$ cat config.mk
export PLATFORM = sky130hd
export DESIGN_NAME = ltdg_top
export DESIGN_NICKNAME = d
export VERILOG_FILES = /design/src/hdl/ltdg_pkg.sv /design/src/hdl/ltdg_top.sv
export VERILOG_INCLUDE_DIRS = /design/src /design/src/hdl
export SDC_FILE = /design/constraint.sdc
export NUM_CORES = 1
export LEC_CHECK = 0
export ABC_AREA = 1
export BUFFER_PORTS_ARGS = -buffer_cell sky130_fd_sc_hd__buf_2
export CAP_MARGIN = 20
export CORE_ASPECT_RATIO = 1.5
export CORE_MARGIN = 1
export CORE_UTILIZATION = 25
export DETAILED_ROUTE_END_ITERATION = 7
export GPL_TIMING_DRIVEN = 0
export HOLD_SLACK_MARGIN = 0.08
export SLEW_MARGIN = 30
export SYNTH_ARGS = -nofsm -noshare
export SYNTH_HDL_FRONTEND = slang
export SYNTH_SLANG_ARGS = --single-unit
$ cat constraint.sdc
create_clock -name ref_clk_i -period 3.9 [get_ports ref_clk_i]
set_input_delay 0.78 -clock ref_clk_i [delete_from_list [all_inputs] [get_ports ref_clk_i]]
set_output_delay 0.78 -clock ref_clk_i [all_outputs]
set_load 0.05 [all_outputs]
$ cat src/hdl/ltdg_defines.svh
// constants for the lin transmit dominant guard
// assumes inclusion by bare name from the design file
`ifndef LTDG_DEFINES_SVH
`define LTDG_DEFINES_SVH
`define LTDG_ADDR_W             8
`define LTDG_OFS_CTRL           8'h1D
`define LTDG_OFS_STATUS         8'h5A
`define LTDG_OFS_MASK           8'h5B
`define LTDG_OFS_STATE          8'h5C
`define LTDG_CTRL_DTO_DIS_BIT   5
`define LTDG_CTRL_FAST_BIT      0
`define LTDG_ST_DTO_BIT         6
`define LTDG_ST_WAKE_BIT        7
`define LTDG_CTRL_RST           8'h00
`define LTDG_MASK_RST           8'h00
`define LTDG_CLK_HZ             50000000
`define LTDG_DTO_US             50000
`define LTDG_DTO_CYC            ((`LTDG_DTO_US * (`LTDG_CLK_HZ / 1000000)))
`endif

$ cat src/hdl/ltdg_pkg.sv
// types for the lin transmit dominant guard
// assumes the defines header sits beside it
package ltdg_pkg;
	typedef enum logic [1:0] {
		LTDG_MODE_NORMAL,
		LTDG_MODE_SLEEP,
		LTDG_MODE_STANDBY
	} ltdg_mode_t;
	typedef enum logic [1:0] {
		LTDG_SLP_IDLE,
		LTDG_SLP_LOCKED,
		LTDG_SLP_ARMED
	} ltdg_slp_t;
endpackage : ltdg_pkg

$ cat src/hdl/ltdg_top.sv
// lin transmit dominant-timeout guard and false-wake lockout
// assumes transmit, bus level and mode inputs synchronous to ref_clk_i
// Notes on behaviour
// [RULE1] in normal mode each transmit falling edge starts the dominant timer.
// [RULE2] transmit held low past the timeout disables the bus driver; a low begun outside normal mode is not timed, so the driver stays on.
// [RULE3] a transmit rising edge clears the fault and resets the timer.
// [RULE4] during the fault mode, receive echo and pull-up stay unchanged.
// [RULE5] control bit 5 at 0x1D set to one disables the timeout.
// [RULE6] each sleep entry samples the bus level before arming wake.
// [RULE7] bus dominant at sleep entry locks wake until recessive is seen.
// [RULE8] thermal shutdown keeps the bus driver off whatever transmit does.
// [RULE9] fast mode passes transmit and receive at up to 200 kbps.
// [RULE10] receive path is unfiltered so rates above 100 kbps pass.
// [RULE11] unconnected transmit input is taken as high, driver recessive.
// [RULE12] floating bus pin is taken as recessive on the receive output.
// [RULE13] a dominant timeout sets a write-one-to-clear interrupt flag.
// [RULE14] timeout is a clock counter compared to a parameterised threshold.
//
// Design decisions made here: the plain strobed port and the address map.
`include "ltdg_defines.svh"
module ltdg_top
	import ltdg_pkg::*;
#(
	parameter int unsigned DTO_CYCLES = `LTDG_DTO_CYC,
	parameter int unsigned CNT_W      = 22
) (
	// clock and reset
	input  wire logic                    ref_clk_i,
	input  wire logic                    rstn_i,
	// host side
	input  wire logic                    txd_i,
	input  wire logic                    txd_conn_i,
	output logic                         rxd_o,
	input  wire logic [1:0]              mode_req_i,
	input  wire logic                    thermal_shutdown_i,
	// bus side
	input  wire logic                    bus_i,
	input  wire logic                    bus_conn_i,
	output logic                         bus_o,
	output logic                         bus_oe_o,
	output logic                         pullup_en_o,
	output logic                         wake_o,
	output logic [1:0]                   mode_o,
	// register port
	input  wire logic [`LTDG_ADDR_W-1:0] reg_addr_i,
	input  wire logic [7:0]              reg_wdata_i,
	input  wire logic                    reg_wr_i,
	input  wire logic                    reg_rd_i,
	output logic [7:0]                   reg_rdata_o,
	// interrupt
	output logic                         irq_o
);
	typedef struct packed {
		ltdg_mode_t       mode;
		ltdg_slp_t        slp;
		logic             txd_q;
		logic [CNT_W-1:0] cnt;
		logic             timing;
		logic             fault;
		logic [7:0]       ctrl;
		logic [7:0]       status;
		logic [7:0]       mask;
		logic [7:0]       rdata;
		logic             rxd;
		logic             drive;
		logic             wake;
	} ltdg_state_t;

	localparam logic [CNT_W-1:0] THRESH = CNT_W'(DTO_CYCLES);

	ltdg_state_t st_r;
	ltdg_state_t st_nxt;
	logic        txd_eff;
	logic        bus_eff;
	logic        fall;
	logic        rise;
	logic        dto_ev;
	logic        wake_ev;
	ltdg_mode_t  req_mode;

	assign txd_eff = txd_conn_i ? txd_i : 1'b1; // [RULE11]
	assign bus_eff = bus_conn_i ? bus_i : 1'b1; // [RULE12]
	assign fall    = st_r.txd_q & ~txd_eff;
	assign rise    = ~st_r.txd_q & txd_eff;

	always_comb begin
		case (mode_req_i)
			2'd1:    req_mode = LTDG_MODE_SLEEP;
			2'd2:    req_mode = LTDG_MODE_STANDBY;
			default: req_mode = LTDG_MODE_NORMAL;
		endcase
	end

	always_comb begin
		st_nxt       = st_r;
		dto_ev       = 1'b0;
		wake_ev      = 1'b0;
		st_nxt.txd_q = txd_eff;
		st_nxt.mode  = req_mode; // [RULE4]
		// dominant timer
		if (rise) begin
			st_nxt.timing = 1'b0; // [RULE3]
			st_nxt.fault  = 1'b0;
			st_nxt.cnt    = '0;
		end else if (fall && st_r.mode == LTDG_MODE_NORMAL) begin
			st_nxt.timing = 1'b1; // [RULE1]
			st_nxt.cnt    = '0;
		end else if (st_r.timing && !st_r.fault) begin
			if (st_r.ctrl[`LTDG_CTRL_DTO_DIS_BIT]) begin
				st_nxt.cnt = '0; // [RULE5]
			end else if (st_r.cnt >= THRESH - 1'b1) begin
				st_nxt.fault = 1'b1; // [RULE2] [RULE14]
				dto_ev       = 1'b1;
			end else begin
				st_nxt.cnt = st_r.cnt + 1'b1; // [RULE14]
			end
		end
		if (st_r.ctrl[`LTDG_CTRL_DTO_DIS_BIT]) begin
			st_nxt.fault = 1'b0; // [RULE5]
		end
		// sleep wake lockout
		st_nxt.wake = 1'b0;
		if (st_r.mode != LTDG_MODE_SLEEP && req_mode == LTDG_MODE_SLEEP) begin
			st_nxt.slp = bus_eff ? LTDG_SLP_ARMED : LTDG_SLP_LOCKED; // [RULE6]
		end else if (req_mode != LTDG_MODE_SLEEP) begin
			st_nxt.slp = LTDG_SLP_IDLE;
		end else begin
			case (st_r.slp)
				LTDG_SLP_LOCKED: if (bus_eff) st_nxt.slp = LTDG_SLP_ARMED; // [RULE7]
				LTDG_SLP_ARMED: begin
					if (!bus_eff) begin
						st_nxt.wake = 1'b1; // [RULE7]
						wake_ev     = 1'b1;
						st_nxt.slp  = LTDG_SLP_IDLE;
					end
				end
				default: st_nxt.slp = st_r.slp;
			endcase
		end
		// receive echoes bus through a register one cycle later, no filter
		st_nxt.rxd   = bus_eff; // [RULE4] [RULE9] [RULE10]
		// driver: dominant only in normal mode without fault or thermal event
		st_nxt.drive = (req_mode == LTDG_MODE_NORMAL) && !txd_eff && !st_nxt.fault
			&& !thermal_shutdown_i; // [RULE2] [RULE8] [RULE9]
		// registers
		st_nxt.rdata = 8'h00;
		if (reg_wr_i) begin
			case (reg_addr_i)
				`LTDG_OFS_CTRL:   st_nxt.ctrl = reg_wdata_i;
				`LTDG_OFS_STATUS: st_nxt.status = st_r.status & ~reg_wdata_i;
				`LTDG_OFS_MASK:   st_nxt.mask = reg_wdata_i;
				default:          st_nxt.ctrl = st_r.ctrl;
			endcase
		end
		if (reg_rd_i) begin
			case (reg_addr_i)
				`LTDG_OFS_CTRL:   st_nxt.rdata = st_r.ctrl;
				`LTDG_OFS_STATUS: st_nxt.rdata = st_r.status;
				`LTDG_OFS_MASK:   st_nxt.rdata = st_r.mask;
				`LTDG_OFS_STATE:  st_nxt.rdata = {4'h0, st_r.slp, st_r.fault, st_r.timing};
				default:          st_nxt.rdata = 8'h00;
			endcase
		end
		if (dto_ev) st_nxt.status[`LTDG_ST_DTO_BIT] = 1'b1; // [RULE13]
		if (wake_ev) st_nxt.status[`LTDG_ST_WAKE_BIT] = 1'b1;
	end

	always_ff @(posedge ref_clk_i or negedge rstn_i) begin
		if (!rstn_i) begin
			st_r        <= '0;
			st_r.mode   <= LTDG_MODE_NORMAL;
			st_r.slp    <= LTDG_SLP_IDLE;
			st_r.txd_q  <= 1'b1;
			st_r.rxd    <= 1'b1;
			st_r.ctrl   <= `LTDG_CTRL_RST;
			st_r.mask   <= `LTDG_MASK_RST;
		end else begin
			st_r <= st_nxt;
		end
	end

	assign rxd_o       = st_r.rxd;
	assign bus_o       = 1'b0;
	assign bus_oe_o    = st_r.drive;
	assign pullup_en_o = 1'b1; // [RULE4]
	assign wake_o      = st_r.wake;
	assign mode_o      = st_r.mode;
	assign reg_rdata_o = st_r.rdata;
	assign irq_o       = |(st_r.status & st_r.mask);
endmodule // ltdg_top

# Yosys cells after proc, flatten, opt, wreduce, memory -nomap -nowiden

Cells that the tools add are included.

Register bits after elaboration: 64
Bits in latches: 0
Bits in writable memories: 0
Memory bits (read-only): 0
Input port bits: 27
Word-level logic and storage cells: 101
Memories kept: 0

Add/subtract/negate cells: 1
$mul: 0
Div/mod/pow operators: 0
Magnitude comparators: 1
Equality and inequality tests: 14
Shift operators: 0
Mux-type cells: 36
Bitwise operators: 7
Reductions and logical operators: 27

Operators by type and width:

| operator              | count |
|---|---|
| $mux 22               | 4 |
| $pmux 8 s4            | 1 |
| $eq 8x7->1 const B    | 3 |
| $mux 24               | 1 |
| $mux 8                | 3 |
| $add 22x1->22 const B | 1 |
| $ge 22x22->1 const B  | 1 |
| $mux 1                | 19 |
| $and 8x8->8           | 2 |
| $mux 16               | 1 |
| $ne 4x4->1 const B    | 3 |
| $reduce_and 2->1      | 6 |
| $mux 2                | 5 |
| $reduce_bool 2->1     | 5 |
| $eq 8x5->1 const B    | 1 |
| $not 8->8             | 1 |
| $pmux 2 s2            | 2 |
| $reduce_or 8->1       | 1 |
| $eq 2x1->1 const B    | 3 |
| $logic_and 1x1->1     | 6 |
| $eq 2x2->1 const B    | 2 |
| $logic_not 1->1       | 4 |
| $logic_not 2->1       | 2 |
| $ne 2x1->1 const B    | 2 |
| other kinds (5)       | 7 |

# Logic depth before layout (Yosys ltp)

Gate-level depths: netlist (run 1).

Word-level depth: 10
Depth in mapped cells: 12

# Worst setup path after synthesis (run 1)

No wires, ideal clock.

Path kind: flip-flop to output port
Start: register st_r[14] in the netlist's numbering
End: output irq_o
Arrival: 1.197 ns
Data required time: 3.120 ns
Setup slack: 1.923 ns
Cell stages (with the launch flop): 5
Path through: dfrtp_1 -> inv_1 -> o22ai_1 -> a221oi_1 -> nand4_1

Word-level cells in the longest chain between the ends: 2

Ends and longest elaborated chain:

| element                | line            | source |
|---|---|---|
| start, declared        | ltdg_top.sv:71  | `ltdg_state_t st_r;` |
| start signal, assigned | ltdg_top.sv:178 | `st_r <= st_nxt;` |
| $and 8x8->8            | ltdg_top.sv:189 | `assign irq_o = \|(st_r.status & st_r.mask);` |
| $reduce_or 8->1        | ltdg_top.sv:189 |  |
| end, declared          | ltdg_top.sv:51  | `output logic irq_o` |

No other way between the ends.

# Worst setup path in the final report (run 1)

Same ends and word-level chain as after synthesis.

==> results.py, run 1 <==
metrics = {
    "power_and_ir_drop": {
        "totalPowerFinal_uw": 1640,
        "peakVddDrop_uv": 318,
        "p_per_area_mw_per_mm2": 357,
        "p_leak_uw": 0.00227,
    },
    "sta": {
        "slew_headroom_pct": 63.5,
        "fmax_ghz": 0.435,
        "skew_ns": 0.00733,
        "finalMaxSlewViolations": 0,
        "fin_ws_ns": 1.60,
        "finalWorstPathRequiredPeriod_ns": 2.30,
        "setup_viol": 0,
        "rsz0062_at_grt": "false",
        "fin_setup_tns_ns": 0,
        "finalCritPeriodShare_pct": 58.9,
        "hold_viol": 0,
        "worst_pin_slew_ns": 0.548,
    },
    "routing": {
        "via_count": 3623,
        "wl_mm": 10.6,
        "wire_per_inst_microns": 13.5,
        "dr.pass1.iters": 6,
        "drt_first_iter_violations": 225,
        "avgViaCountPerCell": 4.60,
        "ant_nets": 0,
        "remaining_drc_errors": 0,
    },
    "worst_setup_path": {
        "startpoint_type": "register",
        "critPathMaxFanout": 3,
        "critical_path_required_ns": 3.12,
        "r2r_end": "st_r[37]$_DFFE_PN0P_",
        "ff2ff_path_depth": 11,
        "critical_path_arrival_ns": 1.52,
        "r2r_setup_slack_ns": 1.81,
        "timing.rr.start": "st_r[37]$_DFFE_PN0P_",
        "worstSetupPathType": "reg -> out",
        "worst_setup_path_end_kind": "output pin",
    },
    "synth": {
        "synth_top_cell_area_share_pct": 40.6,
        "ys_seq_area_share_pct": 42.0,
        "ys.flop_type": "dfrtp_1",
        "synth.top_cells.by_area": "dfrtp_1, nand2_1, nand3_1",
        "syn-instance-count": 532,
        "ys.warnings.count": 0,
        "ys_async_sr_fraction_pct": 100,
        "ys_ff_latch": 64,
        "ys_types": 38,
        "synthesis.nets": 564,
        "yosys.area.top_type": "dfrtp_1",
        "syn_avg_cell_area_sq_um": 7.18,
        "netlist_area_sq_mm": 0.00382,
        "synth_edf_count": 0,
    },
    "floorplanning": {
        "ios": 43,
        "rows": 55,
        "start_util_pct": 25.5,
        "fp.coreArea_sq_mm": 0.0150,
        "die_y_microns": 153,
        "dieArea_sq_mm": 0.0158,
        "die_w_microns": 103,
    },
    "clock_tree": {
        "clk_transition_reported_paths_ns": 0.06,
        "post-cts-setup-buffer-count": 0,
        "clockBufferDepth": 2,
        "cts_root_buffer": "clkbuf_16",
        "h-tree-depth": 3,
        "cts_sinks": 64,
        "cts_buffers": 9,
        "cts_tree": "done",
        "clkLatencyLatePin_ns": 0.34,
        "hold_buffers": 0,
        "cts-resized-gates": 0,
    },
    "cells_and_area": {
        "fillers": 1700,
        "final_cell_mix": "nand2_1, inv_1, nor2_1, dfrtp_1, nand3_1",
        "drive_above_1_share_pct": 17.3,
        "final_nets": 616,
        "layout_commonest_cell": "nand2_1",
        "syn2layout_area_growth_pct": 19.9,
        "post-route-util_pct": 30.6,
        "final_cell_area_sq_mm": 0.00458,
        "antenna_cells": 0,
    },
    "job": {
        "cap_violations": 0,
    },
    "grt": {
        "grt_antenna_before_repair": 0,
        "first_global_vias": 3678,
        "grt_max_degree": 46,
        "grt_overflow": 0,
        "grt_pass1_wl_mm": 17.3,
        "grt.total_usage_pct": 14.3,
    },
    "run_status": {
        "status": "finished clean",
    },
    "place": {
        "io_buffer_count": 40,
        "gp_congestion": 0.850,
        "place_area_sq_mm": 0.00430,
        "place_ws_ns": 1.50,
        "place_hpwl_mm": 8.10,
    },
    "worst_hold_path": {
        "holdCritPathClass": "in -> async",
    },
}
where the power goes:
| group | total [uW] | switching [uW] | internal (uW) |
|---|---|---|---|
| clock network | 760 | 312 | 448 |
| registers | 700 | 13.7 | 686 |
| logic | 177 | 122 | 55.1 |
flip-flops by register name, indices dropped and copies added (netlist names):
register / cells
bus_oe_o: 1
wake_o: 1
mode_o: 2
reg_rdata_o: 8
st_r: 51
rxd_o: 1
cell type report:
| type | count | area [sq um] | area share (%) |
|---|---|---|---|
| clock inverters | 6 | 43.8 | 0.955 |
| flip-flops and latches | 64 | 1600 | 35.0 |
| clock buffers | 10 | 239 | 5.21 |
| repair buffers | 41 | 230 | 5.02 |
| multi-input cells | 373 | 1780 | 38.8 |
| inverters | 70 | 263 | 5.73 |
| well taps | 199 | 249 | 5.43 |
| plain buffers | 25 | 178 | 3.88 |
kinds of logic after synthesis:
group / after synthesis / synth area share (%)
AND/OR/NAND/NOR: 306 / 35.6
buffers and inverters: 95 / 11.5
flip-flops: 64 / 42.0
AO/OA/AOI/OAI: 59 / 8.80
adder cells (fa/ha/maj): 5 / 1.64
other: 2 / 0.196
multiplexers: 1 / 0.295
critical path, cell delays in order (launching register included):
cell and delay, ns:
dfrtp_1 0.35, inv_1 0.10, o22ai_1 0.14, a221oi_1 0.23
nand4_1 0.12, buf_2 0.23
cells in the mapped netlist (2+ instances only):
| master | count |
|---|---|
| a21oi_1 | 17 |
| and2_1 | 2 |
| buf_2 | 4 |
| buf_4 | 13 |
| buf_6 | 4 |
| clkbuf_1 | 4 |
| conb_1 | 2 |
| dfrtp_1 | 62 |
| dfstp_2 | 2 |
| ha_1 | 5 |
| inv_1 | 66 |
| inv_2 | 3 |
| nand2_1 | 139 |
| nand2_2 | 3 |
| nand2_4 | 2 |
| nand3_1 | 50 |
| nand4_1 | 16 |
| nor2_1 | 62 |
| nor2_2 | 4 |
| nor2_4 | 2 |
| nor3_1 | 15 |
| nor4_1 | 3 |
| o211ai_1 | 2 |
| o21a_1 | 2 |
| o21ai_0 | 19 |
| o21bai_1 | 2 |
| o22ai_1 | 13 |
| or2_2 | 4 |
stage by stage:
| stage | cells | hold WS, ns |
|---|---|---|
| final | 788 | 0.342 |
| after global routing | 788 | 0.354 |
| after CTS | 788 | 0.344 |
| after detailed placement | 772 | 0.488 |
| after global placement | 771 | 0.485 |
| after floorplan | 532 | 0.464 |
per-layer routing:
| metal | track usage [%] | vias up | part of all wire [%] |
|---|---|---|---|
| met2 | 26.0 | 90 | 54 |
| met3 | 2.38 | 26 | 3.1 |
| met4 | 8.32 | 0 | 4.4 |
| met1 | 15.1 | 1693 | 39 |
| met5 | 0 | - | 0 |
| li1 | - | 1814 | - |
worst max-delay path by stage:
stage	start	slack, ns	cells past startpoint	endpoint
after floorplan	st_r[14]$_DFFE_PN0P_	1.92	4	irq_o
after global placement	txd_i	1.49	8	st_r[48]$_DFFE_PN0P_
after detailed placement	txd_i	1.50	8	st_r[48]$_DFFE_PN0P_
after CTS	st_r[14]$_DFFE_PN0P_	1.60	5	irq_o
after global routing	st_r[22]$_DFFE_PN0P_	1.51	5	irq_o
final	st_r[14]$_DFFE_PN0P_	1.60	5	irq_o
No activity file was read; power rests on OpenSTA's default activity.
==> run 2: changes to the inputs <==
==> constraint.sdc (replaced) <==
create_clock -name ref_clk_i -period 2.1 [get_ports ref_clk_i]
set_input_delay 0.42 -clock ref_clk_i [delete_from_list [all_inputs] [get_ports ref_clk_i]]
set_output_delay 0.42 -clock ref_clk_i [all_outputs]
set_load 0.05 [all_outputs]
==> results.py, run 2 (synthesized netlist as in run 1, its figures left out) <==
metrics = {
    "run_status": {
        "status": "finished clean",
    },
    "grt": {
        "grt_antenna_before_repair": 0,
        "grt_overflow": 0,
        "first_global_vias": 3678,
        "grt_pass1_wl_mm": 17.3,
        "grt_max_degree": 46,
        "grt.total_usage_pct": 14.3,
    },
    "sta": {
        "whs_ns": 0.285,
        "slew_headroom_pct": 63.0,
        "fmax_ghz": 0.511,
        "setup_viol": 0,
        "fin_ws_ns": 0.142,
        "rsz0062_at_grt": "false",
        "skew_ns": 0.00981,
        "finalMaxSlewViolations": 0,
        "hold_viol": 0,
        "finalWorstPathRequiredPeriod_ns": 1.96,
        "finalCritPeriodShare_pct": 93.2,
        "worst_pin_slew_ns": 0.555,
        "fin_setup_tns_ns": 0,
    },
    "floorplanning": {
        "rows": 55,
        "ios": 43,
        "fp.coreArea_sq_mm": 0.0150,
        "dieArea_sq_mm": 0.0158,
        "die_w_microns": 103,
        "start_util_pct": 25.5,
        "die_y_microns": 153,
    },
    "cells_and_area": {
        "fin_cells": 789,
        "syn2layout_area_growth_pct": 20.3,
        "drive_above_1_share_pct": 17.6,
        "final_cell_mix": "nand2_1, inv_1, nor2_1, dfrtp_1, nand3_1",
        "multi_input_area_sq_mm": 0.00178,
        "final_nets": 617,
        "largest_reg_flops": 51,
        "regArea_sq_mm": 0.00161,
        "antenna_cells": 0,
        "largest-register": "st_r",
        "fillers": 1698,
        "layout_commonest_cell": "nand2_1",
    },
    "worst_setup_path": {
        "worstSetupPathType": "reg -> reg",
        "startpoint_type": "register",
        "critical_path_required_ns": 2.32,
        "crit_path_start": "st_r[37]$_DFFE_PN0P_",
        "critPathMaxFanout": 10,
        "critical_path_arrival_ns": 2.18,
        "ff2ff_path_depth": 11,
        "r2r_end": "st_r[37]$_DFFE_PN0P_",
        "crit_path_end": "st_r[37]$_DFFE_PN0P_",
        "r2r_setup_slack_ns": 0.14,
        "worst_setup_path_end_kind": "register",
        "timing.rr.start": "st_r[37]$_DFFE_PN0P_",
    },
    "power_and_ir_drop": {
        "power.share.clock_pct": 46.3,
        "totalPowerFinal_uw": 3030,
        "intPower_uw": 2210,
        "p_sw_uw": 824,
        "pwr-share-seq_pct": 42.9,
        "p_comb_share_pct": 10.9,
        "peakVddDrop_uv": 588,
        "swShare_pct": 27.2,
        "p_per_area_mw_per_mm2": 660,
        "p_leak_uw": 0.00227,
    },
    "clock_tree": {
        "cts_buffers": 9,
        "clk_transition_reported_paths_ns": 0.06,
        "cts_tree": "done",
        "cts_sinks": 64,
        "clockBufferDepth": 2,
        "h-tree-depth": 3,
        "cts_root_buffer": "clkbuf_16",
        "post-cts-setup-buffer-count": 0,
        "clkLatencyLatePin_ns": 0.34,
    },
    "place": {
        "place_ws_ns": 0.0374,
        "io_buffer_count": 40,
        "place_hpwl_mm": 8.10,
        "gp_congestion": 0.850,
        "placedCellCount": 772,
    },
    "routing": {
        "wl_mm": 10.6,
        "dr.pass1.iters": 5,
        "avgViaCountPerCell": 4.57,
        "remaining_drc_errors": 0,
        "ant_nets": 0,
        "wire_per_inst_microns": 13.4,
        "drt_first_iter_violations": 221,
        "via_count": 3602,
    },
    "worst_hold_path": {
        "holdCritPathClass": "in -> reg",
        "holdPathStages": 2,
    },
    "job": {
        "cap_violations": 0,
    },
}
[run 2: layout make-up]
type,count,share of cell area [%]
multi-input combinational,373,38.7
buffer,25,3.86
clock buffer,10,5.20
tap,199,5.41
clock inverter,6,0.952
timing repair buffer,42,5.22
sequential,64,34.9
inverter,70,5.71
[run 2: metal layers]
metal / wire, microns / track usage (%) / vias to the layer above
met5: 0 / 0 / -
met4: 427 / 8.32 / 0
met3: 310 / 2.38 / 22
met2: 5830 / 26.0 / 85
met1: 4040 / 15.1 / 1678
li1: - / - / 1817
[run 2: power by group through the flow]
stage	Combinational [uW]	Sequential (uW)	Clock [uW]
3_5_place_dp	331	1320	0
3_3_place_gp	322	1320	0
2_1_floorplan	194	1320	0
6_report	329	1300	1400
4_1_cts	334	1300	1430
5_1_grt	366	1300	1490
[run 2: what timing repair did]
item	4_1_cts	5_1_grt
endpoints found under the setup margin	0	22
hold endpoints to repair	19	0
hold buffers	1	0
resized for setup	0	2
[run 2: worst max-delay path, cell delays in order, from the launching register on]
cell and delay (ns):
dfrtp_2 0.45, ha_2 0.26, nand2_1 0.12, nor2_1 0.19
o211ai_1 0.13, nand2_1 0.14, nand2_2 0.10, nand2_4 0.12
nand2_4 0.06, buf_6 0.14, nand2_1 0.06, nand2_1 0.06
[run 2: how the worst min path moves through the flow]
stage	from	endpoint	slack, ns
floorplan	rstn_i	bus_oe_o$_DFF_PN0_	0.12
global placement	st_r[34]$_DFFE_PN0P_	st_r[34]$_DFFE_PN0P_	0.48
detailed placement	rstn_i	st_r[33]$_DFFE_PN0P_	0.34
CTS	reg_wdata_i[0]	st_r[19]$_DFFE_PN0P_	0.28
global route	reg_wdata_i[1]	st_r[20]$_DFFE_PN0P_	0.29
finish	reg_wdata_i[0]	st_r[19]$_DFFE_PN0P_	0.29
[run 2: through the flow]
step / utilization [%] / area [sq um]
final: 30.7 / 4600
after global routing: 30.7 / 4600
after CTS: 30.6 / 4590
after detailed placement: 28.7 / 4300
after global placement: 28.5 / 4270
after floorplan: - / 3820
==> run 3: changes to the inputs <==
--- a/config.mk
+++ b/config.mk
@@ -6,15 +6,17 @@
 export SDC_FILE = /design/constraint.sdc
 export NUM_CORES = 1
 export LEC_CHECK = 0
-export ABC_AREA = 1
 export BUFFER_PORTS_ARGS = -buffer_cell sky130_fd_sc_hd__buf_2
 export CAP_MARGIN = 20
+export CELL_PAD_IN_SITES_DETAIL_PLACEMENT = 0
+export CELL_PAD_IN_SITES_GLOBAL_PLACEMENT = 1
 export CORE_ASPECT_RATIO = 1.5
 export CORE_MARGIN = 1
 export CORE_UTILIZATION = 25
 export DETAILED_ROUTE_END_ITERATION = 7
 export GPL_TIMING_DRIVEN = 0
 export HOLD_SLACK_MARGIN = 0.08
+export PLACE_DENSITY_LB_ADDON = 0.1
 export SLEW_MARGIN = 30
 export SYNTH_ARGS = -nofsm -noshare
 export SYNTH_HDL_FRONTEND = slang
==> results.py, run 3 <==
metrics = {
    "place": {
        "gp_congestion": 0.761,
        "place_hpwl_mm": 6.85,
        "place_ws_ns": -0.677,
        "io_buffer_count": 39,
    },
    "clock_tree": {
        "clockBufferDepth": 2,
        "h-tree-depth": 3,
        "cts_root_buffer": "clkbuf_16",
        "clk_transition_reported_paths_ns": 0.06,
        "cts_buffers": 9,
        "clkLatencyLatePin_ns": 0.33,
        "cts_tree": "done",
        "cts_sinks": 64,
    },
    "cells_and_area": {
        "largest_reg_flops": 51,
        "largest-register": "st_r",
        "final_cell_mix": "dfrtp_1, nand2_1, buf_2, buf_4, nand2b_1",
        "drive_above_1_share_pct": 35.2,
        "antenna_cells": 0,
        "final_nets": 430,
        "layout_commonest_cell": "dfrtp_1",
        "post-route-util_pct": 33.8,
        "syn2layout_area_growth_pct": 32.3,
    },
    "run_status": {
        "violations": "setup timing",
        "status": "finished, violations left",
    },
    "routing": {
        "drt_first_iter_violations": 121,
        "dr.pass1.iters": 4,
        "ant_nets": 0,
        "remaining_drc_errors": 0,
        "avgViaCountPerCell": 4.97,
        "wire_per_inst_microns": 17.0,
        "via_count": 2806,
        "wl_mm": 9.63,
    },
    "worst_setup_path": {
        "r2r_end": "st_r[44]$_DFFE_PN0P_",
        "r2r_setup_slack_ns": -0.02,
        "startpoint_type": "register",
        "crit_path_end": "st_r[44]$_DFFE_PN0P_",
        "crit_path_start": "st_r[51]$_DFFE_PN0P_",
        "critical_path_arrival_ns": 2.36,
        "worstSetupPathType": "reg -> reg",
        "ff2ff_path_depth": 7,
        "critical_path_required_ns": 2.34,
        "critPathMaxFanout": 5,
        "worst_setup_path_end_kind": "register",
        "timing.rr.start": "st_r[51]$_DFFE_PN0P_",
    },
    "power_and_ir_drop": {
        "p_per_area_mw_per_mm2": 767,
        "intPower_uw": 2620,
        "p_sw_uw": 851,
        "p_leak_uw": 0.00201,
        "pwr-share-seq_pct": 38.6,
        "peakVddDrop_uv": 290,
        "p_comb_share_pct": 10.3,
        "swShare_pct": 24.5,
        "power.share.clock_pct": 51.1,
    },
    "synth": {
        "ys.warnings.count": 0,
        "ys_ff_latch": 64,
        "yosys-top-cells-count": "dfrtp_1, nand2_1, nand2b_1, mux2_2, mux2i_1",
        "ys_seq_area_share_pct": 46.9,
        "netlist_area_sq_mm": 0.00342,
        "synth.most_common_cell": "dfrtp_1",
        "ys_async_sr_fraction_pct": 100,
        "synth_top_cell_area_share_pct": 45.4,
        "syn-instance-count": 338,
        "ys_types": 55,
        "ys.flop_type": "dfrtp_1",
        "synthesis.nets": 370,
        "yosys.area.top_type": "dfrtp_1",
        "synth.top_cells.by_area": "dfrtp_1, mux2_2, mux2i_1",
        "synth_edf_count": 0,
        "syn_avg_cell_area_sq_um": 10.1,
    },
    "grt": {
        "grt_pass1_wl_mm": 15.6,
        "grt_overflow": 0,
        "grt.total_usage_pct": 14.3,
        "grt_antenna_before_repair": 0,
        "grt_max_degree": 47,
        "first_global_vias": 2927,
    },
    "sta": {
        "fmax_ghz": 0.472,
        "finalMaxSlewViolations": 0,
        "slew_headroom_pct": 48.7,
        "setup_viol": 2,
        "worst_pin_slew_ns": 0.766,
        "skew_ns": 0.00884,
        "finalWorstPathRequiredPeriod_ns": 2.12,
        "hold_viol": 0,
        "rsz0062_at_grt": "true",
        "finalCritPeriodShare_pct": 101,
        "fin_ws_ns": -0.0203,
        "whs_ns": 0.246,
    },
    "floorplanning": {
        "start_util_pct": 25.5,
        "die_y_microns": 145,
        "rows": 52,
        "dieArea_sq_mm": 0.0142,
        "die_w_microns": 97.5,
        "fp.coreArea_sq_mm": 0.0134,
        "ios": 43,
    },
    "job": {
        "cap_violations": 0,
    },
    "worst_hold_path": {
        "holdCritPathClass": "in -> reg",
    },
}
[run 3: cell types whose count changed in the layout (fill, tap and decap cells not counted), moves of 16 or more]
cell,change
inv_1,-59
mux2_2,+17
mux2i_1,+16
nand2_1,-99
nand2b_1,+19
nand3_1,-37
nor2_1,-54
[run 3: worst min-delay path by stage]
| stage | start | endpoint | slack [ns] | depth (start not counted) |
|---|---|---|---|---|
| 3_5_place_dp | rstn_i | st_r[60]$_DFFE_PN0P_ | 0.34 | 1 |
| 6_report | thermal_shutdown_i | bus_oe_o$_DFF_PN0_ | 0.25 | 2 |
| 2_1_floorplan | rstn_i | bus_oe_o$_DFF_PN0_ | 0.12 | 0 |
| 3_3_place_gp | st_r[58]$_DFFE_PN0P_ | st_r[58]$_DFFE_PN0P_ | 0.47 | 2 |
| 4_1_cts | thermal_shutdown_i | bus_oe_o$_DFF_PN0_ | 0.24 | 2 |
| 5_1_grt | thermal_shutdown_i | bus_oe_o$_DFF_PN0_ | 0.24 | 2 |
[run 3: what timing repair did]
item / in CTS / in global routing
setup buffers: 5 / 4
setup endpoints to repair: 31 / 37
pin swaps: 4 / 6
endpoints found under the hold margin: 16 / 0
hold buffers: 1 / 0
gates resized for setup: 39 / 22
[run 3: cell families after synthesis]
kind of cell               Yosys count  share of synthesized area, %
and+or+nand+nor                    128                          20.1
adders and majority gates            5                          1.83
xor gates and xnor gates             1                         0.256
muxes                               34                          10.6
other                                2                         0.220
DFF                                 64                          46.9
AOI/OAI and AO/OA                   71                          15.0
buffers and inverters               33                          5.12
[run 3: final cells by class]
class | count | area [sq um]
inverter | 7 | 26.3
clock inverter | 6 | 115
sequential | 64 | 1610
timing repair buffer | 50 | 307
tap | 162 | 203
multi-input combinational | 241 | 1860
clock buffer | 10 | 239
buffer | 25 | 174
fill | 1376 | 8880
[run 3: routing by layer]
layer,track usage (%),vias up,wire length (microns)
met5,0,-,0
met4,6.47,0,274
met3,2.79,18,269
met2,26.6,52,5390
met1,15.3,1383,3700
li1,-,1353,-
[run 3: metrics by stage]
stage          total power, uW  instance area (sq um)  setup TNS [ns]  std cells
6_report                  3470                   4530         -0.0206        565
3_3_place_gp              1670                   3820          -26.54        539
5_1_grt                   3620                   4530          -0.869        565
4_1_cts                   3510                   4390          -0.536        561
3_5_place_dp              1680                   3860          -21.03        540
2_1_floorplan             1530                   3420               0        338
[run 3: critical path: stages (launching register included)]
cell and delay (ns):
dfrtp_1 0.40, or4_4 0.54, a211oi_4 0.24, buf_4 0.17, a211oi_4 0.07, buf_6 0.15, o31a_1 0.27, o31ai_1 0.19
[run 3: power groups by stage]
stage | Clock [uW] | Combinational, uW | Sequential, uW
after detailed placement | 0 | 321 | 1360
after global placement | 0 | 311 | 1360
after floorplan | 0 | 184 | 1350
final | 1770 | 359 | 1340
after CTS | 1830 | 345 | 1340
after global routing | 1870 | 403 | 1350
